`config.mk`:
```
export PLATFORM = sky130hd
export DESIGN_NAME = fspg_guard
export DESIGN_NICKNAME = d
export VERILOG_FILES = /design/src/include/fspg_pkg.sv /design/src/include/fspg_lock_if.sv /design/src/hdl/fspg_lock_decode.sv /design/src/hdl/fspg_guard.sv
export VERILOG_INCLUDE_DIRS = /design/src /design/src/include
export SDC_FILE = /design/constraint.sdc
export NUM_CORES = 1
export LEC_CHECK = 0
export CORE_AREA = 4 4 73 108
export DETAILED_ROUTE_END_ITERATION = 10
export DIE_AREA = 0 0 77 112
export DONT_BUFFER_PORTS = 1
export PLACE_DENSITY = 0.61
export SETUP_SLACK_MARGIN = 0.02
export SLEW_MARGIN = 10
export SYNTH_ARGS = -nofsm -noshare
export SYNTH_HDL_FRONTEND = slang
export SYNTH_SLANG_ARGS = --single-unit
```
`constraint.sdc`:
```
create_clock -name clock -period 3.3 [get_ports clock]
set_input_delay 0.66 -clock clock [delete_from_list [all_inputs] [get_ports clock]]
set_output_delay 0.66 -clock clock [all_outputs]
set_load 0.05 [all_outputs]
```
`src/include/fspg_map.svh`:
```
// fspg_map.svh: address map, lock encodings and timing counts of the self-program guard
// assumes word addressing of a 64K-word flash; boot size from a two-bit fuse code
`ifndef FSPG_MAP_SVH
`define FSPG_MAP_SVH
`define FSPG_ADDR_W 16
`define FSPG_FLASH_TOP 16'hFFFF
// first word of the stalling region; boot area always at or above it
`define FSPG_STALL_BASE 16'hF000
// boot area start per boot-size fuse code
`define FSPG_BOOT_BASE_0 16'hF000
`define FSPG_BOOT_BASE_1 16'hF800
`define FSPG_BOOT_BASE_2 16'hFC00
`define FSPG_BOOT_BASE_3 16'hFE00
`define FSPG_LOCK_FREE 2'h3
`define FSPG_LOCK_NOSTORE 2'h2
`define FSPG_LOCK_ALL 2'h0
`define FSPG_LOCK_NOLOAD 2'h1
`define FSPG_ARM_WINDOW 3'h4
`define FSPG_OP_TIME_NS 4000000
`define FSPG_CLK_NS 4
`endif

```
`src/include/fspg_pkg.sv`:
```
// fspg_pkg: types shared by the guard and its lock-decode helper
// assumes the map header is on the include path
package fspg_pkg;
	typedef enum logic [1:0] {fspg_op_none, fspg_op_erase, fspg_op_write, fspg_op_lock} fspg_op_e;
	typedef logic [1:0] fspg_lock_t;
endpackage

```
`src/include/fspg_lock_if.sv`:
```
// fspg_lock_if: lock pair decode carried between guard and helper
// assumes both ends in one clock domain
`timescale 1ns/1ps
interface fspg_lock_if;
	logic [1:0] app_lock;
	logic [1:0] boot_lock;
	logic app_no_store;
	logic app_no_load;
	logic boot_no_store;
	logic boot_no_load;
	modport dec (input app_lock, input boot_lock, output app_no_store, output app_no_load,
		output boot_no_store, output boot_no_load);
	modport use_side (output app_lock, output boot_lock, input app_no_store, input app_no_load,
		input boot_no_store, input boot_no_load);
endinterface

```
`src/hdl/fspg_lock_decode.sv`:
```
// fspg_lock_decode: turns the two lock-bit pairs into restriction flags
// assumes bit high = unprogrammed, pairs arrive registered
`timescale 1ns/1ps
`include "fspg_map.svh"
module fspg_lock_decode (
	fspg_lock_if.dec lk
);
	// store barred in modes 2 and 3, load barred in modes 3 and 4
	function automatic logic no_store(input fspg_pkg::fspg_lock_t m);
		no_store = (m == `FSPG_LOCK_NOSTORE) || (m == `FSPG_LOCK_ALL);
	endfunction
	function automatic logic no_load(input fspg_pkg::fspg_lock_t m);
		no_load = (m == `FSPG_LOCK_ALL) || (m == `FSPG_LOCK_NOLOAD);
	endfunction
	// one-valued bits mean unrestricted
	assign lk.app_no_store = no_store(lk.app_lock); // [RULE13] [RULE15]
	assign lk.app_no_load = no_load(lk.app_lock); // [RULE16]
	assign lk.boot_no_store = no_store(lk.boot_lock); // [RULE19]
	assign lk.boot_no_load = no_load(lk.boot_lock); // [RULE20]
endmodule

```
`src/hdl/fspg_guard.sv`:
```
// fspg_guard: access guard and read-while-write arbitration for flash self-programming
// How it works
// [RULE1] no programming from application area stores
// [RULE2] boot-area stores may program any page
// [RULE3] boot fuses set boundary; separate lock pairs
// [RULE4] concurrent-region op leaves core running
// [RULE5] stalling-region op halts core, no reads
// [RULE6] concurrent region reads invalid during programming
// [RULE7] busy flag high while concurrent region blocked
// [RULE8] busy stays set until software clears it
// [RULE9] boot area lies inside stalling region
// [RULE10] lock bits only programmed; chip erase resets
// [RULE11] general lock mode 2 ignored here
// [RULE12] general lock mode 3 ignored here
// [RULE13] lock bit one unprogrammed; both one free
// [RULE14] app mode 1 allows all accesses
// [RULE15] app modes 2,3 block stores to app
// [RULE16] app modes 3,4 block boot loads
// [RULE17] app modes 3,4 mask interrupts when needed
// [RULE18] boot mode 1 allows all accesses
// [RULE19] boot modes 2,3 block stores to boot
// [RULE20] boot modes 3,4 block application loads
// [RULE21] boot modes 3,4 mask interrupts when needed
// [RULE22] store must follow arming within four cycles
// [RULE23] check target and executing area; blocked is inert
// assumes core, flash macro and this guard share clock; op completion timed by an internal cycle counter
`timescale 1ns/1ps
`include "fspg_map.svh"
module fspg_guard #(
	parameter int OP_CYCLES = `FSPG_OP_TIME_NS / `FSPG_CLK_NS
) (
	input wire logic clock,
	input wire logic rst,
	input wire logic [1:0] boot_size_fuses,
	input wire logic chip_erase,
	input wire logic ext_lock_write,
	input wire logic [3:0] ext_lock_value,
	input wire logic [1:0] general_lock_mode,
	input wire logic ctrl_write,
	input wire fspg_pkg::fspg_op_e ctrl_op,
	input wire logic [3:0] ctrl_lock_value,
	input wire logic busy_clear,
	input wire logic program_store_instr,
	input wire logic [15:0] store_addr,
	input wire logic [15:0] exec_addr,
	input wire logic load_req,
	input wire logic [15:0] load_addr,
	input wire logic fetch_req,
	input wire logic [15:0] fetch_addr,
	input wire logic irq_vectors_in_boot,
	input wire logic irq_req,
	output logic core_halt,
	output logic concurrent_region_busy_flag,
	output logic prog_busy,
	output logic op_start,
	output logic op_erase,
	output logic [15:0] op_addr,
	output logic store_refused,
	output logic load_grant,
	output logic load_refused,
	output logic fetch_valid,
	output logic irq_allow,
	output logic app_lock_bit_high,
	output logic app_lock_bit_low,
	output logic boot_lock_bit_high,
	output logic boot_lock_bit_low
);
	typedef enum logic [1:0] {st_idle, st_run_concurrent, st_run_stall} fspg_state_e;
	fspg_state_e state;
	fspg_state_e next_state;
	logic [1:0] app_lock;
	logic [1:0] boot_lock;
	logic [2:0] arm_count;
	fspg_pkg::fspg_op_e armed_op;
	logic [3:0] armed_lock;
	logic [$clog2(OP_CYCLES+1)-1:0] op_count;
	logic [15:0] boot_base;
	logic store_ok;
	logic tgt_boot;
	logic exe_boot;
	logic load_exe_boot;
	logic load_tgt_boot;
	logic exec_in_boot;
	logic fire;
	logic load_bar;
	fspg_lock_if lk ();

	fspg_lock_decode u_dec (
		.lk(lk)
	);
	assign lk.app_lock = app_lock;
	assign lk.boot_lock = boot_lock;

	// area test used for target and executing addresses alike
	function automatic logic in_boot(input logic [15:0] a, input logic [15:0] base);
		in_boot = (a >= base);
	endfunction
	function automatic logic in_stall(input logic [15:0] a);
		in_stall = (a >= `FSPG_STALL_BASE);
	endfunction

	// concurrent-region reads stay invalid until software clears the busy flag
	function automatic logic conc_blocked(input logic busy, input logic [15:0] a);
		conc_blocked = busy && !in_stall(a);
	endfunction

	// boot boundary from fuses; every choice sits at or above the stalling base
	always_comb
	begin
		case (boot_size_fuses)
			2'h0: boot_base = `FSPG_BOOT_BASE_0; // [RULE3] [RULE9]
			2'h1: boot_base = `FSPG_BOOT_BASE_1;
			2'h2: boot_base = `FSPG_BOOT_BASE_2;
			default: boot_base = `FSPG_BOOT_BASE_3;
		endcase
	end

	// area classification of the store and load requests
	assign tgt_boot = in_boot(store_addr, boot_base); // [RULE23]
	assign exe_boot = in_boot(exec_addr, boot_base); // [RULE1] [RULE23]
	assign load_exe_boot = exe_boot;
	assign load_tgt_boot = in_boot(load_addr, boot_base);
	assign exec_in_boot = exe_boot;

	// a load across areas answers to the lock pair of the area being read
	assign load_bar = (load_exe_boot && !load_tgt_boot && lk.app_no_load)
		|| (!load_exe_boot && load_tgt_boot && lk.boot_no_load); // [RULE16] [RULE20]

	// store permitted only from boot, only while armed; page stores only if the target pair allows it;
	// general lock mode is deliberately not consulted
	always_comb
	begin
		store_ok = 1'b0;
		if (exe_boot && (arm_count != 3'h0) && (state == st_idle)) // [RULE1] [RULE22]
		begin
			if (armed_op == fspg_pkg::fspg_op_lock)
				store_ok = 1'b1;
			else if (armed_op != fspg_pkg::fspg_op_none)
				store_ok = tgt_boot ? !lk.boot_no_store : !lk.app_no_store; // [RULE2] [RULE11] [RULE14] [RULE18]
		end
	end
	// lock-bit stores touch no page, so they never start the sequencer
	assign fire = program_store_instr && store_ok;

	// arming window: opens on control write, closes after four cycles or a store
	// a store in the very cycle of the control write is not taken; window opens one edge later
	always_ff @(posedge clock)
	begin
		if (rst)
		begin
			arm_count <= 3'h0;
			armed_op <= fspg_pkg::fspg_op_none;
			armed_lock <= {`FSPG_LOCK_FREE, `FSPG_LOCK_FREE};
		end
		else if (ctrl_write)
		begin
			arm_count <= `FSPG_ARM_WINDOW; // [RULE22]
			armed_op <= ctrl_op;
			armed_lock <= ctrl_lock_value;
		end
		else if (program_store_instr || arm_count != 3'h0)
		begin
			arm_count <= program_store_instr ? 3'h0 : arm_count - 3'h1; // [RULE22]
		end
	end

	// lock bits: only cleared bits stick until chip erase; reset keeps them (nonvolatile)
	// no rst branch on purpose: a system reset must not reopen a locked area
	always_ff @(posedge clock)
	begin
		if (chip_erase)
		begin
			app_lock <= `FSPG_LOCK_FREE; // [RULE10]
			boot_lock <= `FSPG_LOCK_FREE;
		end
		else if (ext_lock_write)
		begin
			app_lock <= app_lock & ext_lock_value[1:0]; // [RULE10]
			boot_lock <= boot_lock & ext_lock_value[3:2];
		end
		else if (fire && armed_op == fspg_pkg::fspg_op_lock)
		begin
			app_lock <= app_lock & armed_lock[1:0]; // [RULE10]
			boot_lock <= boot_lock & armed_lock[3:2];
		end
	end

	// operation sequencer: region of the target picks stall or concurrent
	always_comb
	begin
		next_state = state;
		case (state)
			st_idle:
				if (fire && armed_op != fspg_pkg::fspg_op_lock)
					next_state = in_stall(store_addr) ? st_run_stall : st_run_concurrent; // [RULE4] [RULE5]
			st_run_concurrent, st_run_stall:
				if (op_count == '0)
					next_state = st_idle;
			default: next_state = st_idle;
		endcase
	end
	always_ff @(posedge clock)
	begin
		if (rst)
			state <= st_idle;
		else
			state <= next_state;
	end

	// duration counter of the flash operation
	always_ff @(posedge clock)
	begin
		if (rst)
			op_count <= '0;
		else if (state == st_idle && next_state != st_idle)
			op_count <= ($clog2(OP_CYCLES+1))'(OP_CYCLES - 1);
		else if (op_count != '0)
			op_count <= op_count - 1'b1;
	end

	// flash command strobe and latched address
	always_ff @(posedge clock)
	begin
		if (rst)
		begin
			op_start <= 1'b0;
			op_erase <= 1'b0;
			op_addr <= 16'h0000;
			store_refused <= 1'b0;
		end
		else
		begin
			op_start <= state == st_idle && next_state != st_idle;
			store_refused <= program_store_instr && !store_ok; // [RULE23]
			if (state == st_idle && next_state != st_idle)
			begin
				op_erase <= armed_op == fspg_pkg::fspg_op_erase;
				op_addr <= store_addr;
			end
		end
	end

	// halt for stalling-region ops; busy flag sticky until software clear, set wins
	// driven from next_state so the halt is up in the very cycle the op starts
	always_ff @(posedge clock)
	begin
		if (rst)
		begin
			core_halt <= 1'b0;
			prog_busy <= 1'b0;
			concurrent_region_busy_flag <= 1'b0;
		end
		else
		begin
			core_halt <= next_state == st_run_stall; // [RULE5]
			prog_busy <= next_state != st_idle;
			if (next_state != st_idle)
				concurrent_region_busy_flag <= 1'b1; // [RULE7] [RULE8]
			else if (busy_clear)
				concurrent_region_busy_flag <= 1'b0; // [RULE8]
		end
	end

	// reads: nothing during stall op; concurrent region invalid while busy flag set
	always_ff @(posedge clock)
	begin
		if (rst)
		begin
			load_grant <= 1'b0;
			load_refused <= 1'b0;
			fetch_valid <= 1'b0;
		end
		else
		begin
			// general mode 3 has no say over core loads
			load_grant <= load_req && !load_bar // [RULE16] [RULE20] [RULE12]
				&& state != st_run_stall
				&& !conc_blocked(concurrent_region_busy_flag, load_addr); // [RULE6]
			load_refused <= load_req && load_bar; // [RULE23]
			fetch_valid <= fetch_req && state != st_run_stall // [RULE5]
				&& !conc_blocked(concurrent_region_busy_flag, fetch_addr); // [RULE4] [RULE6]
		end
	end

	// interrupt gating when vectors live in the other area and the executing area is load-locked
	always_ff @(posedge clock)
	begin
		if (rst)
			irq_allow <= 1'b0;
		else
			irq_allow <= irq_req
				&& !(irq_vectors_in_boot && !exec_in_boot && lk.app_no_load) // [RULE17]
				&& !(!irq_vectors_in_boot && exec_in_boot && lk.boot_no_load); // [RULE21]
	end

	// lock bit view for status; registered copy of the lock flops, one cycle behind
	always_ff @(posedge clock)
	begin
		app_lock_bit_high <= app_lock[1];
		app_lock_bit_low <= app_lock[0];
		boot_lock_bit_high <= boot_lock[1];
		boot_lock_bit_low <= boot_lock[0];
	end
endmodule

```
* After elaboration in Yosys (flattened, before gate mapping)
Cells that the tools add are included.
** Storage, ports and cells
- Bits in registers :: 65
- Input bits :: 89
- Output and inout port bits :: 30
- Word-level logic and storage cells :: 129
** Operators by class
- Add/sub/neg operators :: 2
- Order comparisons :: 6
- Equality and inequality tests :: 13
- Mux-type cells :: 20
- Bitwise logic cells :: 4
- Reduce and logical (&&, ||, !) cells :: 60
** Operator list (count)
- 16-bit >= comparator :: 3
- 16-bit >= comparator (second input constant) :: 3
- 20-bit 2-to-1 mux :: 2
- 12-bit one-hot mux with 3 select lines :: 1
- 1-bit logical AND :: 25
- 20-bit zero test :: 1
- 20-bit nonzero test :: 1
- 20-bit by 1-bit subtractor with 20-bit output (second input constant) :: 1
- 2-bit 2-to-1 mux :: 7
- 1-bit zero test :: 13
- 2-bit == test (second input constant) :: 6
- 2-bit nonzero test :: 6
- 2-bit by 1-bit == test with 1-bit output (second input constant) :: 5
- 3-bit 2-to-1 mux :: 3
- 2-bit AND :: 4
- 2-bit zero test :: 4
- 1-bit logical OR :: 6
- 1-bit 2-to-1 mux :: 6
- 2-bit OR reduction :: 3
- 2-bit inequality test (second input constant) :: 2
- 2-bit one-hot mux with 2 select lines :: 1
- 3-bit nonzero test :: 1
- 3-bit by 1-bit subtractor with 3-bit output (second input constant) :: 1

* Longest topological paths before layout
- Depth after elaboration :: 14
- Mapped depth :: 11
- Depth with buffers taken out :: 10

* Hierarchy
A second synthesis with hierarchy kept.
** Unflattened totals
- Cells, all modules :: 386
- Area, all modules :: 3394.5 µm²
** Modules (own cells, without submodules)
- fspg_guard :: instances 1, cells an instance 382, area an instance 3379.5 µm², seq. area each 1301.2 µm²
- fspg_lock_decode :: instances 1, cells an instance 4, area an instance 15.0 µm², seq. area each 0.0 µm²

* Least setup slack after synthesis
OpenSTA, ideal clock, no wires.
- Path type :: input to register
- Start :: input boot_size_fuses[0]
- End :: register op_addr[10]
- Library setup time :: 0.117 ns
- Arrival time :: 2.742 ns
- Data required time :: 3.183 ns
- Setup slack :: 0.441 ns
- Stages :: 10
- Buffers on the path :: 1
- Cells stage by stage :: and2_1 > ha_1 > nand4b_1 > a221oi_1 > mux2_2 > and2_1 > o211ai_2 > inv_2 > buf_6 > a22o_1
** Between the ends
- Longest elaborated chain between the ends :: 13
- Elaborated cells between the ends (all ways) :: 18
- Those cells by class :: 2 x order compare; 2 x eq/ne; 7 x mux; 7 x reduce/logical
** Ends and longest elaborated chain
- from (decl) :: line fspg_guard.sv:34 : input wire logic [1:0] boot_size_fuses,
- 2-bit == test (tied with other cells) :: line fspg_guard.sv:110 : case (boot_size_fuses)
- 12-bit one-hot mux with 3 select lines * :: line fspg_guard.sv:110
- 16-bit >= comparator :: line fspg_guard.sv:96 : in_boot = (a >= base);
- 1-bit 2-to-1 mux :: line fspg_guard.sv:139 : store_ok = tgt_boot ? !lk.boot_no_store : !lk.app_no_store;
- 1-bit 2-to-1 mux :: line fspg_guard.sv:138 : else if (armed_op != fspg_pkg::fspg_op_none)
- 1-bit 2-to-1 mux :: line fspg_guard.sv:136 : if (armed_op == fspg_pkg::fspg_op_lock)
- 1-bit 2-to-1 mux * :: line fspg_guard.sv:134 : if (exe_boot && (arm_count != 3'h0) && (state == st_idle))
- 1-bit logical AND * :: line fspg_guard.sv:143 : assign fire = program_store_instr && store_ok;
- 1-bit logical AND * :: line fspg_guard.sv:194 : if (fire && armed_op != fspg_pkg::fspg_op_lock)
- 2-bit 2-to-1 mux * :: line fspg_guard.sv:194
- 2-bit one-hot mux with 2 select lines * :: line fspg_guard.sv:192 : case (state)
- 2-bit nonzero test * :: line fspg_guard.sv:235 : if (state == st_idle && next_state != st_idle)
- 1-bit logical AND * :: line fspg_guard.sv:235
- to (signal assigned) :: line fspg_guard.sv:238 : op_addr <= store_addr;
- to (decl) :: line fspg_guard.sv:57 : output logic [15:0] op_addr,
Every way passes the cells marked *; elsewhere a longest branch is shown, timed or not.
A chain may end at the register's enable or synchronous reset.

* Worst setup path in the final report
- Start :: input store_addr[0]
- End :: register op_addr[3]
** Between the ends
- Longest elaborated chain between the ends :: 11
- Elaborated cells between the ends (all ways) :: 13
- Those cells by class :: 2 x order compare; 7 x mux; 4 x reduce/logical
** Ends and longest elaborated chain
- from (decl) :: line fspg_guard.sv:44 : input wire logic [15:0] store_addr,
- 16-bit >= comparator :: line fspg_guard.sv:96
- 1-bit 2-to-1 mux :: line fspg_guard.sv:139
- 1-bit 2-to-1 mux :: line fspg_guard.sv:138
- 1-bit 2-to-1 mux :: line fspg_guard.sv:136
- 1-bit 2-to-1 mux :: line fspg_guard.sv:134
- 1-bit logical AND :: line fspg_guard.sv:143
- 1-bit logical AND :: line fspg_guard.sv:194
- 2-bit 2-to-1 mux * :: line fspg_guard.sv:194
- 2-bit one-hot mux with 2 select lines * :: line fspg_guard.sv:192
- 2-bit nonzero test * :: line fspg_guard.sv:235
- 1-bit logical AND * :: line fspg_guard.sv:235
Marks and branches as above.

==> results <==
- The flow ran to the end, and the final reports show no timing, DRC or antenna violations.
- The count of flip-flops with a built-in enable after synthesis is 0.
- The number of nets in the synthesized netlist is 417.
- The total via count in the routed design is 2341.
- In this run the core area contains 37 standard-cell rows.
- The maximum number of pins on one net before global-route repair is 31.
- The routed design has ~6.7 mm of wire.
- The relative slew slack is 62.0%.
- In this run, the number of DRC markers left after iteration 0 of detailed routing was 111.
- The maximum buffer depth of the clock tree is 2.
- The clock-pin transition on the worst setup and hold timing paths is around 70 ps.
- The number of antenna diodes in the final layout is 0.
- Measured along the x axis, the die boundary spans 77 µm.
- Setup repair after global routing left no endpoint under its margin.
- Dividing the final minimum period by the clock period gives 79.0%.
- For this run, the top clock speed supported by timing is 384 MHz.
- In the final timing run, aggregate negative setup slack is 0 ps.
- The number of sinks driven by the clock tree is 65.
- A synthesized cell averages 9.39 µm².
- The time the final worst path needs with I/O delays and setup is ~2600 ps.
- The worst setup path is captured at a flop.
- For the pin with the worst max-slew slack, the measured transition is 569 ps.
- Buffers placed on the I/O ports in this run total 0.
- The root buffer cell is clkbuf_8.
- Along the worst hold path, the cell count comes to 1.
- The number of global-route vias before repair is 2311.
- TritonCTS built the clock tree.
- During synthesis, Yosys emitted a total of 0 warnings.
- The critical path in this run is classified as input port to flop.
- The number of maximum-capacitance constraint violations is 0.
- Of the synthesized area, sequential elements account for 43.9%.
- The portion of synthesized cell area occupied by the leading cell type is between 40% and 50%.
- After synthesis, the cell types taking the most area are dfxtp_1 (44%), ha_1 (5.1%), a22o_1 (4.7%).
- Cells with a size suffix above 1 make up 8.02% of the layout.
- The arrival time of the worst setup path is 2880 ps.
- Buffers inserted during clock tree synthesis total 9.
- The setup skew after layout is 13.5 ps.
- In this run the post-CTS setup repair buffer count came out at 0.
- In the routed design, unresolved DRC markers number 0.
- The final-report max-slew violation count is 0.
- The number of antenna violations at the first check in global routing is 0.
- The cell depth of the worst flop-to-flop path is 8.
- The most used flip-flop cell after synthesis is dfxtp_1.
- The number of gates resized after CTS was 0.
- At the placement stage, the worst setup path has a slack of 340 ps.
- The overall die height is 112 µm.
- The weighted congestion reported at the end of routability-driven placement is slightly below 0.8.
- Once layout is done, the placed cells without fillers occupy roughly 3200 µm².
- The wire-length estimate of the detail-placed layout is roughly 5.2 mm.
- The power density relative to cell area is 717 nW/µm².
- For this design the top-level I/O count stands at about 120.
- Across the VDD grid, the largest voltage drop is 0.395 mV.
- On the worst path, the slowest cell contributes a delay of between 400 and 500 ps.
- The cell count after synthesis is ~320.
- STA classifies the critical path startpoint as an input port.
- The class of the tightest hold or removal check is input port to flop.
- The placeable core region is 6900 µm².
- The total iterations of the first detailed-routing run is 4.
- The first-pass GRT wire length is between 10 and 15 mm.
- The number of vias per cell after detailed routing is 5.82.
- The count of endpoints failing hold in the final timing report was 0.
- The count of hold buffers inserted by post-cts repair is 0.
- The worst-skew pair later-pin latency is 340 ps.
- The wire length per cell is 16.7 µm.
- After layout, the worst setup slack is slightly below 700 ps.
- The area growth from synthesis to layout is 8.73%.
- The initial core utilization is 43.0%.
- The floorplan die area is about 8600 µm².
- Setup violations remaining at the end of the flow were counted as 0.
- The async set or reset register ratio after synthesis is 0%.
- The distinct cell type count after synthesis is between 50 and 60.
- The count of H-tree levels built during CTS is 3.
- The critical-path cell with the highest stage delay is nor4_1.
- The placed standard-cell area is 3030 µm².
- The number of nets in the layout is 421.
- The maximum fanout count along the critical path is 17.
- The synthesized cell area is 2970 µm².
- The critical path goes through nor4_1 -> nand4b_1 -> a221oi_1 -> buf_4 -> mux2_2 -> a31o_2 -> nor2_4 -> a22o_1.
- The number of synthesized register bits is 65.
- STA puts the critical path data required time at 3580 ps.
- Global routing used 15.5% of the available tracks.
- The library cell with the largest summed area after synthesis is dfxtp_1.
- Summed over all cells, the static leakage comes to ~1.3 nW.
- The count of nets left with antenna violations once routing finished came out at 0.
- Global routing finished with a remaining overflow of 0.
==> cell type report <==
cell class	instances	area (µm²)
multi-input cells	226	1550
clock buffers	12	155
clock inverters	3	40.0
inverters	15	56.3
well taps	78	97.6
repair buffers	3	22.5
flip-flops and latches	65	1300
fillers	647	3670
==> synthesized netlist by cell type (3+ instances only) <==
| library cell | count |
|---|---|
| mux2i_1 | 6 |
| o21ai_0 | 17 |
| xnor2_1 | 9 |
| ha_1 | 12 |
| nor4_1 | 9 |
| a21oi_1 | 5 |
| buf_2 | 3 |
| a211o_1 | 4 |
| nor2b_1 | 10 |
| o221ai_1 | 4 |
| nand2b_1 | 6 |
| dfxtp_1 | 65 |
| a211oi_1 | 3 |
| nor3b_1 | 5 |
| nand4_1 | 6 |
| nand3_1 | 4 |
| nor2_1 | 23 |
| a22o_1 | 16 |
| inv_1 | 14 |
| xor2_1 | 7 |
| nor3_1 | 12 |
| and2_1 | 4 |
| or4_1 | 3 |
| clkbuf_1 | 4 |
| nand2_1 | 22 |
==> registers in the layout (all words and copies together) (netlist names) <==
| name | flops |
|---|---|
| concurrent_region_busy_flag | 1 |
| prog_busy | 1 |
| boot_lock | 2 |
| armed_op | 2 |
| state | 2 |
| boot_lock_bit_high | 1 |
| op_erase | 1 |
| app_lock | 2 |
| boot_lock_bit_low | 1 |
| op_count | 20 |
| load_grant | 1 |
| op_start | 1 |
| fetch_valid | 1 |
| op_addr | 16 |
| armed_lock | 4 |
| load_refused | 1 |
| app_lock_bit_low | 1 |
| core_halt | 1 |
| irq_allow | 1 |
| arm_count | 3 |
| app_lock_bit_high | 1 |
| store_refused | 1 |
==> worst max-delay path: cells and delay by family <==
kind	cells	cell delay, ps
multiplexers	1	350
AO/OA/AOI/OAI	3	820
buffers and inverters	1	170
AND/OR/NAND/NOR	3	880
==> metal layers <==
metal | up-vias | global-route usage [%] | wire [µm]
met3 | 17 | 3.80 | 415
met2 | 91 | 29.3 | 3520
met4 | 0 | 7.96 | 182
met1 | 1068 | 15.5 | 2610
met5 | - | 0 | 0
li1 | 1165 | - | -
==> logic make-up after synthesis <==
| kind of cell | count (synthesis) | share of synthesized area (%) |
|---|---|---|
| and+or+nand+nor | 119 | 22.1 |
| AOI/OAI and AO/OA | 71 | 17.8 |
| DFF | 65 | 43.9 |
| buffers and inverters | 25 | 3.80 |
| xor gates and xnor gates | 16 | 4.72 |
| adders and majority gates | 13 | 5.40 |
| muxes | 7 | 2.40 |
==> path summary, 6_finish.rpt <==
path                  from  slack, ps                 to
min                    rst        380       arm_count[2]
min reg2reg    app_lock[1]        400  app_lock_bit_high
max reg2reg    op_count[9]        840         op_addr[3]
max          store_addr[0]        690         op_addr[3]
==> layout by cell type (no fill, tap or decap), types with 6 or more instances in the layout <==
cell type,netlist,routed
nand4_1,6,6
nand2b_1,6,6
mux2i_1,6,6
nor2b_1,10,10
inv_1,14,14
nor2_1,23,23
a22o_1,16,16
clkbuf_8,0,11
xor2_1,7,7
ha_1,12,12
nor3_1,12,12
dfxtp_1,65,65
o21ai_0,17,17
nand2_1,22,22
nor4_1,9,9
xnor2_1,9,9
==> report_power, final <==
part / switching, mW / leakage (nW) / total [mW] / internal (mW)
Sequential: 0.122 / 0.532 / 1.01 / 0.892
Combinational: 0.331 / 0.631 / 0.624 / 0.293
Clock: 0.290 / 0.102 / 0.674 / 0.384
Total: 0.744 / 1.26 / 2.31 / 1.57
==> through the flow <==
step / util, % / std cells / total power [mW] / hold slack (ps)
after floorplan: - / 316 / 1.55 / 360
after global placement: 43.9 / 387 / 1.64 / 395
after detailed placement: 43.9 / 387 / 1.66 / 395
after CTS: 46.8 / 402 / 2.34 / 364
after global routing: 46.8 / 402 / 2.47 / 371
final: 46.8 / 402 / 2.31 / 383
(Power assumes the default switching activity.)
